### config.mk
export PLATFORM = sky130hd
export DESIGN_NAME = hdi_irq_mask_status
export DESIGN_NICKNAME = d
export VERILOG_FILES = /design/src/hdi_pkg.sv /design/src/hdi_bus_if.sv /design/src/hdi_bus_port.sv /design/src/hdi_idle_det.sv /design/src/hdi_irq_mask_status.sv
export SDC_FILE = /design/constraint.sdc
export NUM_CORES = 1
export LEC_CHECK = 0
export ABC_AREA = 1
export BUFFER_PORTS_ARGS = -buffer_cell sky130_fd_sc_hd__buf_2
export CAP_MARGIN = 5
export CORE_MARGIN = 2
export CORE_UTILIZATION = 28
export CTS_CLUSTER_DIAMETER = 80
export DETAILED_ROUTE_END_ITERATION = 16
export PLACE_DENSITY_LB_ADDON = 0.3
export SETUP_SLACK_MARGIN = 0.02
export SYNTH_ARGS = -nofsm -noshare
export SYNTH_HDL_FRONTEND = slang
export SYNTH_SLANG_ARGS = --single-unit
### constraint.sdc
create_clock -name ref_clk_in -period 1.7 [get_ports ref_clk_in]
set_input_delay 0.17 -clock ref_clk_in [delete_from_list [all_inputs] [get_ports ref_clk_in]]
set_output_delay 0.17 -clock ref_clk_in [all_outputs]
set_load 0.01 [all_outputs]
### src/hdi_pkg.sv
// Shared constants and helper functions for the HDLC interrupt mask and status block
`default_nettype none
package hdi_pkg;

  ////////////////////////////////////////////////////////////////////////////
  // Bus widths and register indices
  localparam int unsigned ADDR_W          = 4;
  localparam int unsigned DATA_W          = 8;
  localparam int unsigned FILL_W          = 7;
  localparam logic [3:0]  REG_MASK_ADDR   = 4'he;
  localparam logic [3:0]  REG_STATUS_ADDR = 4'hf;

  ////////////////////////////////////////////////////////////////////////////
  // Bit positions shared by the mask and status registers
  localparam int unsigned NUM_EVENTS      = 7;
  localparam int unsigned BIT_TX_DONE     = 0;
  localparam int unsigned BIT_TX_LOW      = 1;
  localparam int unsigned BIT_UNDERRUN    = 2;
  localparam int unsigned BIT_RX_HIGH     = 3;
  localparam int unsigned BIT_RX_END      = 4;
  localparam int unsigned BIT_RX_OVERFLOW = 5;
  localparam int unsigned BIT_RX_IDLE     = 6;
  localparam int unsigned BIT_BAD_FCS     = 7;

  ////////////////////////////////////////////////////////////////////////////
  // Reset values and mode-dependent masks
  localparam logic [7:0]  MASK_RST        = 8'h00;
  localparam logic [6:0]  STATUS_RST      = 7'h02;
  localparam logic [6:0]  FRAMED_ONLY     = 7'h54;
  localparam logic [0:0]  RESERVED_RD     = 1'h0;
  localparam logic [6:0]  FILL_EMPTY      = 7'h00;

  ////////////////////////////////////////////////////////////////////////////
  // Idle detection
  localparam int unsigned IDLE_CNT_W      = 4;
  localparam logic [3:0]  IDLE_ONES       = 4'hf;

  // Event flag: a set in the clearing cycle wins
  function automatic logic hdi_sticky(input logic q, input logic set, input logic clr);
    return set | (q & ~clr);
  endfunction

  // Level flag: live condition in level mode, sticky otherwise
  function automatic logic hdi_level_flag(input logic live, input logic q,
                                          input logic cond, input logic clr);
    return live ? cond : hdi_sticky(q, cond, clr);
  endfunction

endpackage
`default_nettype wire

### src/hdi_bus_if.sv
// Strobes and data from the processor pin front end to the register core
`timescale 1ns/1ps
`default_nettype none
interface hdi_bus_if;
  import hdi_pkg::*;
  logic              rd_start;
  logic              rd_end;
  logic              wr_strobe;
  logic [ADDR_W-1:0] addr;
  logic [DATA_W-1:0] wdata;
  modport port (output rd_start, rd_end, wr_strobe, addr, wdata);
  modport core (input rd_start, rd_end, wr_strobe, addr, wdata);
endinterface
`default_nettype wire

### src/hdi_bus_port.sv
// Pin synchroniser and strobe generator for the parallel processor bus
`timescale 1ns/1ps
`default_nettype none
module hdi_bus_port
  import hdi_pkg::*;
(
  // Clock, reset, enable
  input  wire logic              ref_clk_in,
  input  wire logic              rst_n_in,
  input  wire logic              ce_in,
  // Processor pins, asynchronous to the clock
  input  wire logic              cs_n_in,
  input  wire logic              rd_n_in,
  input  wire logic              wr_n_in,
  input  wire logic [ADDR_W-1:0] addr_in,
  input  wire logic [DATA_W-1:0] data_in,
  // Strobes toward the core
  hdi_bus_if.port                bus
);

  localparam int unsigned PIN_W = 3 + ADDR_W + DATA_W;
  localparam logic [PIN_W-1:0] PIN_IDLE = {3'h7, {(ADDR_W + DATA_W){1'b0}}};

  logic [PIN_W-1:0]  meta_q;
  logic [PIN_W-1:0]  sync_q;
  logic              rd_act_q;
  logic              wr_act_q;
  logic [ADDR_W-1:0] addr_q;
  logic [DATA_W-1:0] wdata_q;
  wire               s_cs_n  = sync_q[PIN_W-1];
  wire               s_rd_n  = sync_q[PIN_W-2];
  wire               s_wr_n  = sync_q[PIN_W-3];
  wire [ADDR_W-1:0]  s_addr  = sync_q[DATA_W +: ADDR_W];
  wire [DATA_W-1:0]  s_data  = sync_q[DATA_W-1:0];
  wire               rd_act  = ~s_cs_n & ~s_rd_n;
  wire               wr_act  = ~s_cs_n & ~s_wr_n;

  // Two stages on every pin; only the second stage is read
  always_ff @(posedge ref_clk_in) begin
    if (!rst_n_in) begin
      meta_q <= PIN_IDLE;
      sync_q <= PIN_IDLE;
    end else if (ce_in) begin
      meta_q <= {cs_n_in, rd_n_in, wr_n_in, addr_in, data_in};
      sync_q <= meta_q;
    end
  end

  // Previous strobe levels; write data kept from the last active cycle
  always_ff @(posedge ref_clk_in) begin
    if (!rst_n_in) begin
      rd_act_q <= 1'b0;
      wr_act_q <= 1'b0;
      addr_q   <= '0;
      wdata_q  <= '0;
    end else if (ce_in) begin
      rd_act_q <= rd_act;
      wr_act_q <= wr_act;
      if (wr_act) begin
        addr_q  <= s_addr;
        wdata_q <= s_data;
      end
    end
  end

  // Write takes effect on the trailing edge, when data is surely settled
  assign bus.rd_start  = ce_in & rd_act & ~rd_act_q;
  assign bus.rd_end    = ce_in & ~rd_act & rd_act_q;
  assign bus.wr_strobe = ce_in & ~wr_act & wr_act_q;
  assign bus.addr      = bus.wr_strobe ? addr_q : s_addr;
  assign bus.wdata     = wdata_q;

endmodule
`default_nettype wire

### src/hdi_idle_det.sv
// Counter of consecutive received ones for receiver idle detection
`timescale 1ns/1ps
`default_nettype none
module hdi_idle_det
  import hdi_pkg::*;
(
  // Clock, reset, enable
  input  wire logic ref_clk_in,
  input  wire logic rst_n_in,
  input  wire logic ce_in,
  // Received bit stream
  input  wire logic rx_bit_valid_in,
  input  wire logic rx_bit_in,
  // One-cycle pulse when idle is entered
  output logic      idle_pulse_out
);

  logic [IDLE_CNT_W-1:0] ones_q;
  logic [IDLE_CNT_W-1:0] ones_d;
  wire                   at_limit = (ones_q == IDLE_ONES);

  // Saturate at the limit so one long idle run gives one event
  assign ones_d = !rx_bit_in ? '0 :
                  at_limit   ? ones_q :
                  IDLE_CNT_W'(ones_q + 1'b1);

  always_ff @(posedge ref_clk_in) begin
    if (!rst_n_in) begin
      ones_q         <= '0;
      idle_pulse_out <= 1'b0;
    end else if (ce_in) begin
      idle_pulse_out <= 1'b0;
      if (rx_bit_valid_in) begin
        ones_q         <= ones_d;
        idle_pulse_out <= rx_bit_in & (ones_d == IDLE_ONES) & ~at_limit;
      end
    end
  end

endmodule
`default_nettype wire

### src/hdi_irq_mask_status.sv
// Interrupt mask and status registers with interrupt pin of an HDLC controller
`timescale 1ns/1ps
`default_nettype none
module hdi_irq_mask_status
  import hdi_pkg::*;
#(
  parameter int unsigned FILL_WIDTH = FILL_W
) (
  // Clock, reset, enable
  input  wire logic                  ref_clk_in,
  input  wire logic                  rst_n_in,
  input  wire logic                  ce_in,
  // Processor bus pins
  input  wire logic                  cs_n_in,
  input  wire logic                  rd_n_in,
  input  wire logic                  wr_n_in,
  input  wire logic [ADDR_W-1:0]     addr_in,
  input  wire logic [DATA_W-1:0]     data_in,
  output logic      [DATA_W-1:0]     data_out,
  output logic                       data_oe_out,
  // Mode controls from the rest of the controller
  // Levels, same clock, not resampled
  input  wire logic                  level_status_mode_in,
  input  wire logic                  no_framing_mode_in,
  input  wire logic                  tx_reset_cmd_in,
  // Transmit engine events
  // Fill levels are plain binary counts
  input  wire logic                  tx_frame_end_in,
  input  wire logic                  underrun_abort_in,
  input  wire logic [FILL_WIDTH-1:0] tx_fill_in,
  input  wire logic [FILL_WIDTH-1:0] tx_empty_level_in,
  // Receive engine events
  // Event inputs are one-clock pulses
  input  wire logic                  rx_frame_end_in,
  input  wire logic                  rx_overflow_in,
  input  wire logic [FILL_WIDTH-1:0] rx_fill_in,
  input  wire logic [FILL_WIDTH-1:0] rx_full_level_in,
  input  wire logic                  rx_bit_valid_in,
  input  wire logic                  rx_bit_in,
  // Interrupt pin and controls toward the engines
  // Pin is active low, as on the board
  output logic                       irq_n_out,
  output logic                       tx_hold_out,
  output logic                       force_bad_fcs_out
);

  ////////////////////////////////////////////////////////////////////////////
  // Front end and idle detector
  //
  // Pins are resampled twice before decode;
  // the cost is a few clocks per access.

  hdi_bus_if bus ();

  // Synchroniser and strobe generator
  hdi_bus_port u_bus_port (
    .ref_clk_in (ref_clk_in),
    .rst_n_in   (rst_n_in),
    .ce_in      (ce_in),
    .cs_n_in    (cs_n_in),
    .rd_n_in    (rd_n_in),
    .wr_n_in    (wr_n_in),
    .addr_in    (addr_in),
    .data_in    (data_in),
    .bus        (bus.port)
  );

  // One-clock pulse on entering idle
  logic idle_pulse;

  // Counts consecutive received ones
  hdi_idle_det u_idle_det (
    .ref_clk_in      (ref_clk_in),
    .rst_n_in        (rst_n_in),
    .ce_in           (ce_in),
    .rx_bit_valid_in (rx_bit_valid_in),
    .rx_bit_in       (rx_bit_in),
    .idle_pulse_out  (idle_pulse)
  );

  ////////////////////////////////////////////////////////////////////////////
  // Register state

  // Enables and the test bit
  logic [DATA_W-1:0]     irq_mask_q;
  logic [DATA_W-1:0]     irq_mask_d;

  // Recorded event flags
  logic [NUM_EVENTS-1:0] irq_status_q;
  logic [NUM_EVENTS-1:0] irq_status_d;

  // Interrupt pin latch
  logic                  irq_active_q;
  logic                  irq_active_d;

  // Empty history for the raw-mode event
  logic                  tx_empty_q;

  // Read snapshot and driver enable
  logic [DATA_W-1:0]     rdata_q;
  logic                  oe_q;

  ////////////////////////////////////////////////////////////////////////////
  // Address decode
  //
  // Only two indices live here; the rest
  // of the map is decoded elsewhere.

  wire hit_mask   = (bus.addr == REG_MASK_ADDR);
  wire hit_status = (bus.addr == REG_STATUS_ADDR);
  wire wr_mask    = bus.wr_strobe & hit_mask;

  // Status is read-to-clear; writes to it are dropped
  wire rd_status  = bus.rd_start & hit_status;
  // Mask reads have no side effect
  wire rd_mask    = bus.rd_start & hit_mask;

  ////////////////////////////////////////////////////////////////////////////
  // Event conditions
  //
  // Engine inputs share this clock, so they
  // are used as they come, with no resampling.

  // Fill comparisons feed the level flags and the raw-mode done event
  wire tx_empty   = (tx_fill_in == FILL_WIDTH'(FILL_EMPTY));
  wire tx_low     = (tx_fill_in <= tx_empty_level_in);
  wire rx_high    = (rx_fill_in >= rx_full_level_in);
  // Framing-only events are gated once, here
  wire framed     = ~no_framing_mode_in;

  // Done comes from the frame end when framed, the FIFO draining otherwise
  wire set_done_framed = framed & tx_frame_end_in;
  wire set_done_raw    = no_framing_mode_in & tx_empty & ~tx_empty_q;
  // Transmitter reset restores the done default without framing
  wire set_done_reset  = no_framing_mode_in & tx_reset_cmd_in;
  wire set_done        = set_done_framed |
                         set_done_raw |
                         set_done_reset;

  // Underrun and frame end are framing events only
  // and simply vanish without framing
  wire set_underrun    = framed & underrun_abort_in;
  wire set_rx_end      = framed & rx_frame_end_in;
  // Overflow and idle flags set in any mode; the idle enable drops out without framing
  wire set_overflow    = rx_overflow_in;
  wire set_idle        = idle_pulse;

  ////////////////////////////////////////////////////////////////////////////
  // Status next values; a set in the clearing cycle wins

  // An event in the read edge is held over
  // for the next read, so none is lost;
  // the snapshot never shows it twice.
  always_comb begin
    irq_status_d = irq_status_q;
    // Transmit side
    irq_status_d[BIT_TX_DONE]     = hdi_sticky(irq_status_q[BIT_TX_DONE],
                                               set_done, rd_status);
    irq_status_d[BIT_TX_LOW]      = hdi_level_flag(level_status_mode_in,
                                                   irq_status_q[BIT_TX_LOW],
                                                   tx_low, rd_status);
    irq_status_d[BIT_UNDERRUN]    = hdi_sticky(irq_status_q[BIT_UNDERRUN],
                                               set_underrun, rd_status);
    // Receive side
    irq_status_d[BIT_RX_HIGH]     = hdi_level_flag(level_status_mode_in,
                                                   irq_status_q[BIT_RX_HIGH],
                                                   rx_high, rd_status);
    irq_status_d[BIT_RX_END]      = hdi_sticky(irq_status_q[BIT_RX_END],
                                               set_rx_end, rd_status);
    irq_status_d[BIT_RX_OVERFLOW] = hdi_sticky(irq_status_q[BIT_RX_OVERFLOW],
                                               set_overflow, rd_status);
    irq_status_d[BIT_RX_IDLE]     = hdi_sticky(irq_status_q[BIT_RX_IDLE],
                                               set_idle, rd_status);
  end

  ////////////////////////////////////////////////////////////////////////////
  // Mask register and interrupt gating
  //
  // The pin is a latch, not an OR of flags:
  // it falls once and waits for a status read.

  // Whole byte written, including the bad checksum control
  assign irq_mask_d = wr_mask ? bus.wdata : irq_mask_q;

  // Framing-only enables drop out without framing
  wire [NUM_EVENTS-1:0] mode_gate = framed ? {NUM_EVENTS{1'b1}} : ~FRAMED_ONLY;
  wire [NUM_EVENTS-1:0] eff_en    = irq_mask_q[NUM_EVENTS-1:0] & mode_gate;

  // Flags are recorded regardless; only the pin sees the mask
  wire                  pending   = |(irq_status_q & eff_en);

  // Pin latches on; further events leave it alone until the read
  assign irq_active_d = rd_status ? 1'b0 :
                        irq_active_q ? 1'b1 :
                        pending;

  ////////////////////////////////////////////////////////////////////////////
  // Read data; the reserved top bit of status reads as zero
  //
  // Bit 7 is tied low; writes to it are lost.

  wire [DATA_W-1:0] status_rd = {RESERVED_RD, irq_status_q};
  // Snapshot held between reads
  wire [DATA_W-1:0] rdata_d   = rd_status ? status_rd :
                                rd_mask   ? irq_mask_q :
                                rdata_q;

  ////////////////////////////////////////////////////////////////////////////
  // Registers
  //
  // All state shares one clock and enable.

  // Enables and test bit clear on reset so nothing interrupts early
  // Bit 7 feeds the checksum test output
  always_ff @(posedge ref_clk_in) begin
    if (!rst_n_in) begin
      irq_mask_q <= MASK_RST;
    end else if (ce_in) begin
      irq_mask_q <= irq_mask_d;
    end
  end

  // Event flags and the edge history for the raw-mode empty event
  // Reset leaves only the low-fill flag set,
  // since an empty FIFO is at its threshold
  always_ff @(posedge ref_clk_in) begin
    if (!rst_n_in) begin
      irq_status_q <= STATUS_RST;
      tx_empty_q   <= 1'b1;
    end else if (ce_in) begin
      irq_status_q <= irq_status_d;
      tx_empty_q   <= tx_empty;
    end
  end

  // Interrupt latch
  // Cleared at read start, not read end,
  // so the pin rises with the snapshot
  always_ff @(posedge ref_clk_in) begin
    if (!rst_n_in) begin
      irq_active_q <= 1'b0;
    end else if (ce_in) begin
      irq_active_q <= irq_active_d;
    end
  end

  // Read data is snapshotted at the read start so it stays stable on the pins
  // Unmapped reads leave the driver off
  always_ff @(posedge ref_clk_in) begin
    if (!rst_n_in) begin
      rdata_q <= '0;
      oe_q    <= 1'b0;
    end else if (ce_in) begin
      rdata_q <= rdata_d;
      if (bus.rd_start) begin
        oe_q <= hit_mask | hit_status;
      end else if (bus.rd_end) begin
        oe_q <= 1'b0;
      end
    end
  end

  ////////////////////////////////////////////////////////////////////////////
  // Outputs
  //
  // Every output comes from a flop.

  // Other addresses belong to other register blocks; bus left undriven
  assign data_out          = rdata_q;
  assign data_oe_out       = oe_q;
  // Active low pin from the latch
  assign irq_n_out         = ~irq_active_q;
  // Engine must not send data until the underrun flag is read away
  assign tx_hold_out       = irq_status_q[BIT_UNDERRUN];
  assign force_bad_fcs_out = irq_mask_q[BIT_BAD_FCS];

  // Limitation: a read of an unmapped index
  // leaves data_oe_out low; another block
  // must answer it on the shared bus.

endmodule
`default_nettype wire

==> impl_metrics.csv <==
group,metric,value,unit
global_route,overflow,0,
setup_path,worstPathMaxFanout,5,
run,max_cap_viol_count,0,
global_route,track_usage,0.128,
sta,worstMarginPinSlew,0.554,ns
sta,finalHoldViolCount,0,
cts,cts-buffers-inserted,9,
global_route,use_met2,0.208,
setup_path,worstPathCellList,"ha_1 > nand3_1 > or2_2 > nand2_1 > nor2_1 > a21oi_1 > nor2_1",
min_path,min_delay_worst_endpoint,"u_bus_port.meta_q[13]$_SDFFE_PN1P_",
final_layout,layout-drive-gt1-share,0.197,
floorplan,ios,67,
synthesis,yosysMostFrequentCell,"nor2_1",
cts,cts_max_level,3,
setup_path,end_kind,"flip-flop",
synthesis,syn-num-nets,539,
pwr,p_total,4.73,mW
floorplan,core-area,0.0119,mm2
synthesis,synth-edff-count,0,
setup_path,r2r_cells,7,
setup_path,required,1.91,ns
global_route,grt_pass1_wl,13400,um
min_path,holdPathStages,3,
floorplan,rows,40,
setup_path,reg2reg_from,"u_idle_det.ones_q[0]$_SDFFE_PN0P_",
min_path,hold_class,"input port to flip-flop",
synthesis,synth_area,0.00339,mm2
synthesis,synth_area_leaders,"dfxtp_1 44%, nor2_1 9.6%, nand2_1 8.6%",
final_layout,area_growth,25.9,%
global_route,grt_pass1_vias,2923,
setup_path,crit_top_cell,"nor2_1",
synthesis,synth_ff_type,"dfxtp_1",
cts,post-cts-setup-buffer-count,0,
synthesis,syn_inst,469,
global_route,grtUsageMet1,0.162,
detailed_routing,routedWlPerCell,11.4,um
setup_path,crit_type,"flip-flop to flip-flop",
global_route,grt_max_degree,37,
place,numPortBuffers,66,
synthesis,yosysWarnings,0,
place,place_hpwl,5710,um
detailed_routing,vias,3052,
detailed_routing,dr.pass1.iters,5,
sta,slew_violations,0,
detailed_routing,via_per_inst,4.46,
setup_path,r2r_slack,0.23,ns
floorplan,die_y,114,um
cts,cts_root_buf,"clkbuf_16",
cts,cts_sinks,75,
setup_path,crit_arrival,1.68,ns
setup_path,cpPeakStageDelay,0.38,ns
pwr,vdd_drop_max,0.000548,V
detailed_routing,route.detailed.drc,0,
cts,clk_pin_slew_worst_paths,0.06,ns
cts,clk_latency,0.33,ns
cts,ctsHoldBuffers,0,
sta,hold-worst-slack,0.0453,ns
detailed_routing,drt_iter0_drc,146,
sta,max_freq,679,MHz
floorplan,die_w,114,um
place,routabilityCongestion,0.763,
cts,cts_tree,"done",
sta,period_minus_slack,1.47,ns
setup_path,critPathLaunchType,"flip-flop",
synthesis,async_reset_ff_frac,0,
sta,fin_crit_sh,0.866,
synthesis,yosysTopAreaCell,"dfxtp_1",
synthesis,synth_common_cells,"87 x nor2_1, 78 x nand2_1, 75 x dfxtp_1",
setup_path,r2r_end,"u_idle_det.ones_q[0]$_SDFFE_PN0P_",
detailed_routing,ant_nets,0,
global_route,antenna_found_initial,0,
setup_path,critPathSlowestCell,"dfxtp_1",
sta,rsz0062_at_grt,"no",
pwr,leakage,2.04,nW
floorplan,dieArea,0.0130,mm2
synthesis,ys_ff_latch,75,
final_layout,diodes,0,
floorplan,initial_utilization,0.285,
synthesis,synth_top_area_frac,0.443,
final_layout,final_nets,602,
sta,slew-limit-headroom,0.628,
sta,fin_worst_skew,0.00619,ns
cts,cts_buffer_depth,2,
global_route,grt.busiest_layer,"met2",
status,status,"complete, no violations",
detailed_routing,wl,7820,um
cts,cts_resized,1,
synthesis,avgSynthCellArea,7.23,um2
sta,setup_viol_count_final,0,
pwr,power.density,1110,mW/mm2
min_path,holdCritStartpoint,"rd_n_in",
synthesis,yosysSeqAreaShare,0.443,
global_route,use_met3,0.0397,
synthesis,yosysUniqueCellTypes,32,
-- worst max-delay path by stage --
stage                                                   end                          startpoint  slack (ns)  cells after the start
after floorplan           u_idle_det.ones_q[0]$_SDFFE_PN0P_   u_idle_det.ones_q[0]$_SDFFE_PN0P_        0.36                      7
final                     u_idle_det.ones_q[0]$_SDFFE_PN0P_   u_idle_det.ones_q[0]$_SDFFE_PN0P_        0.23                      7
after CTS                 u_bus_port.addr_q[0]$_SDFFE_PN0P_  u_bus_port.sync_q[14]$_SDFFE_PN1P_        0.21                      6
after global placement    u_bus_port.addr_q[0]$_SDFFE_PN0P_  u_bus_port.sync_q[14]$_SDFFE_PN1P_        0.06                      6
after detailed placement  u_bus_port.addr_q[0]$_SDFFE_PN0P_  u_bus_port.sync_q[14]$_SDFFE_PN1P_      -0.002                      6
after global routing      u_bus_port.addr_q[0]$_SDFFE_PN0P_  u_bus_port.sync_q[14]$_SDFFE_PN1P_        0.03                      6
-- cells by family after synthesis --
group | synth area share
buf+inv | 0.0819
flops | 0.443
fa+ha+maj | 0.0553
compound gates | 0.148
simple gates | 0.272
-- routing by layer --
metal	part of all wire	wire, um	vias to the layer above
met4	0.011	83	0
met3	0.039	304	10
met1	0.48	3790	1362
met5	0	0	-
met2	0.47	3650	41
li1	-	-	1639
-- stage by stage --
stage          setup TNS, ns  worst slack, ns  area, um2   util  instances
2_1_floorplan              0            0.358       3390      -        469
3_5_place_dp        -0.00225         -0.00225       3870  0.325        668
3_3_place_gp               0           0.0610       3870  0.325        668
4_1_cts                    0            0.214       4270  0.359        684
5_1_grt                    0           0.0255       4270  0.359        684
6_report                   0            0.227       4270  0.359        684
-- critical path, delay by kind of cell, from the launching register on --
family	cells	cell delay, ns
simple gates	5	0.63
flops	1	0.38
fa+ha+maj	1	0.22
compound gates	1	0.12
-- layout by cell type (no fill, tap or decap), drive strengths merged, types with 2 or more instances in the layout --
master	count
bufinv	5
clkinv	2
o21ai	55
nor3	5
ha	15
clkbuf	10
nor2	91
nand2	84
nand3b	2
a21oi	36
dfxtp	75
nand3	26
buf	70
inv	51
or2	2
o211ai	2
-- power by group --
part           switching (mW)  total (mW)  internal [mW]
clock network           0.732        2.51           1.78
logic                   0.206       0.353          0.147
registers              0.0434        1.87           1.83
total                   0.981        4.73           3.75
-- layout make-up --
class                      count  area, um2
timing repair buffer          70        373
sequential                    75       1500
clock inverter                 6        159
tap                          147        184
clock buffer                  10        239
inverter                      52        200
fill                        1283       7640
multi-input combinational    324       1620
-- registers in the layout (all words and copies together) (netlist names) --
signal and cells:
u_bus_port.rd_act_q 1, irq_mask_q 8, u_bus_port.meta_q 15, u_bus_port.sync_q 15, tx_empty_q 1, u_bus_port.addr_q 4
u_idle_det.ones_q 4, u_idle_det.idle_pulse_out 1, u_bus_port.wr_act_q 1, irq_status_q 7, irq_active_q 1, u_bus_port.bus.wdata 8
data_out 8, data_oe_out 1
Note: power is estimated with default switching activity, not from simulation.
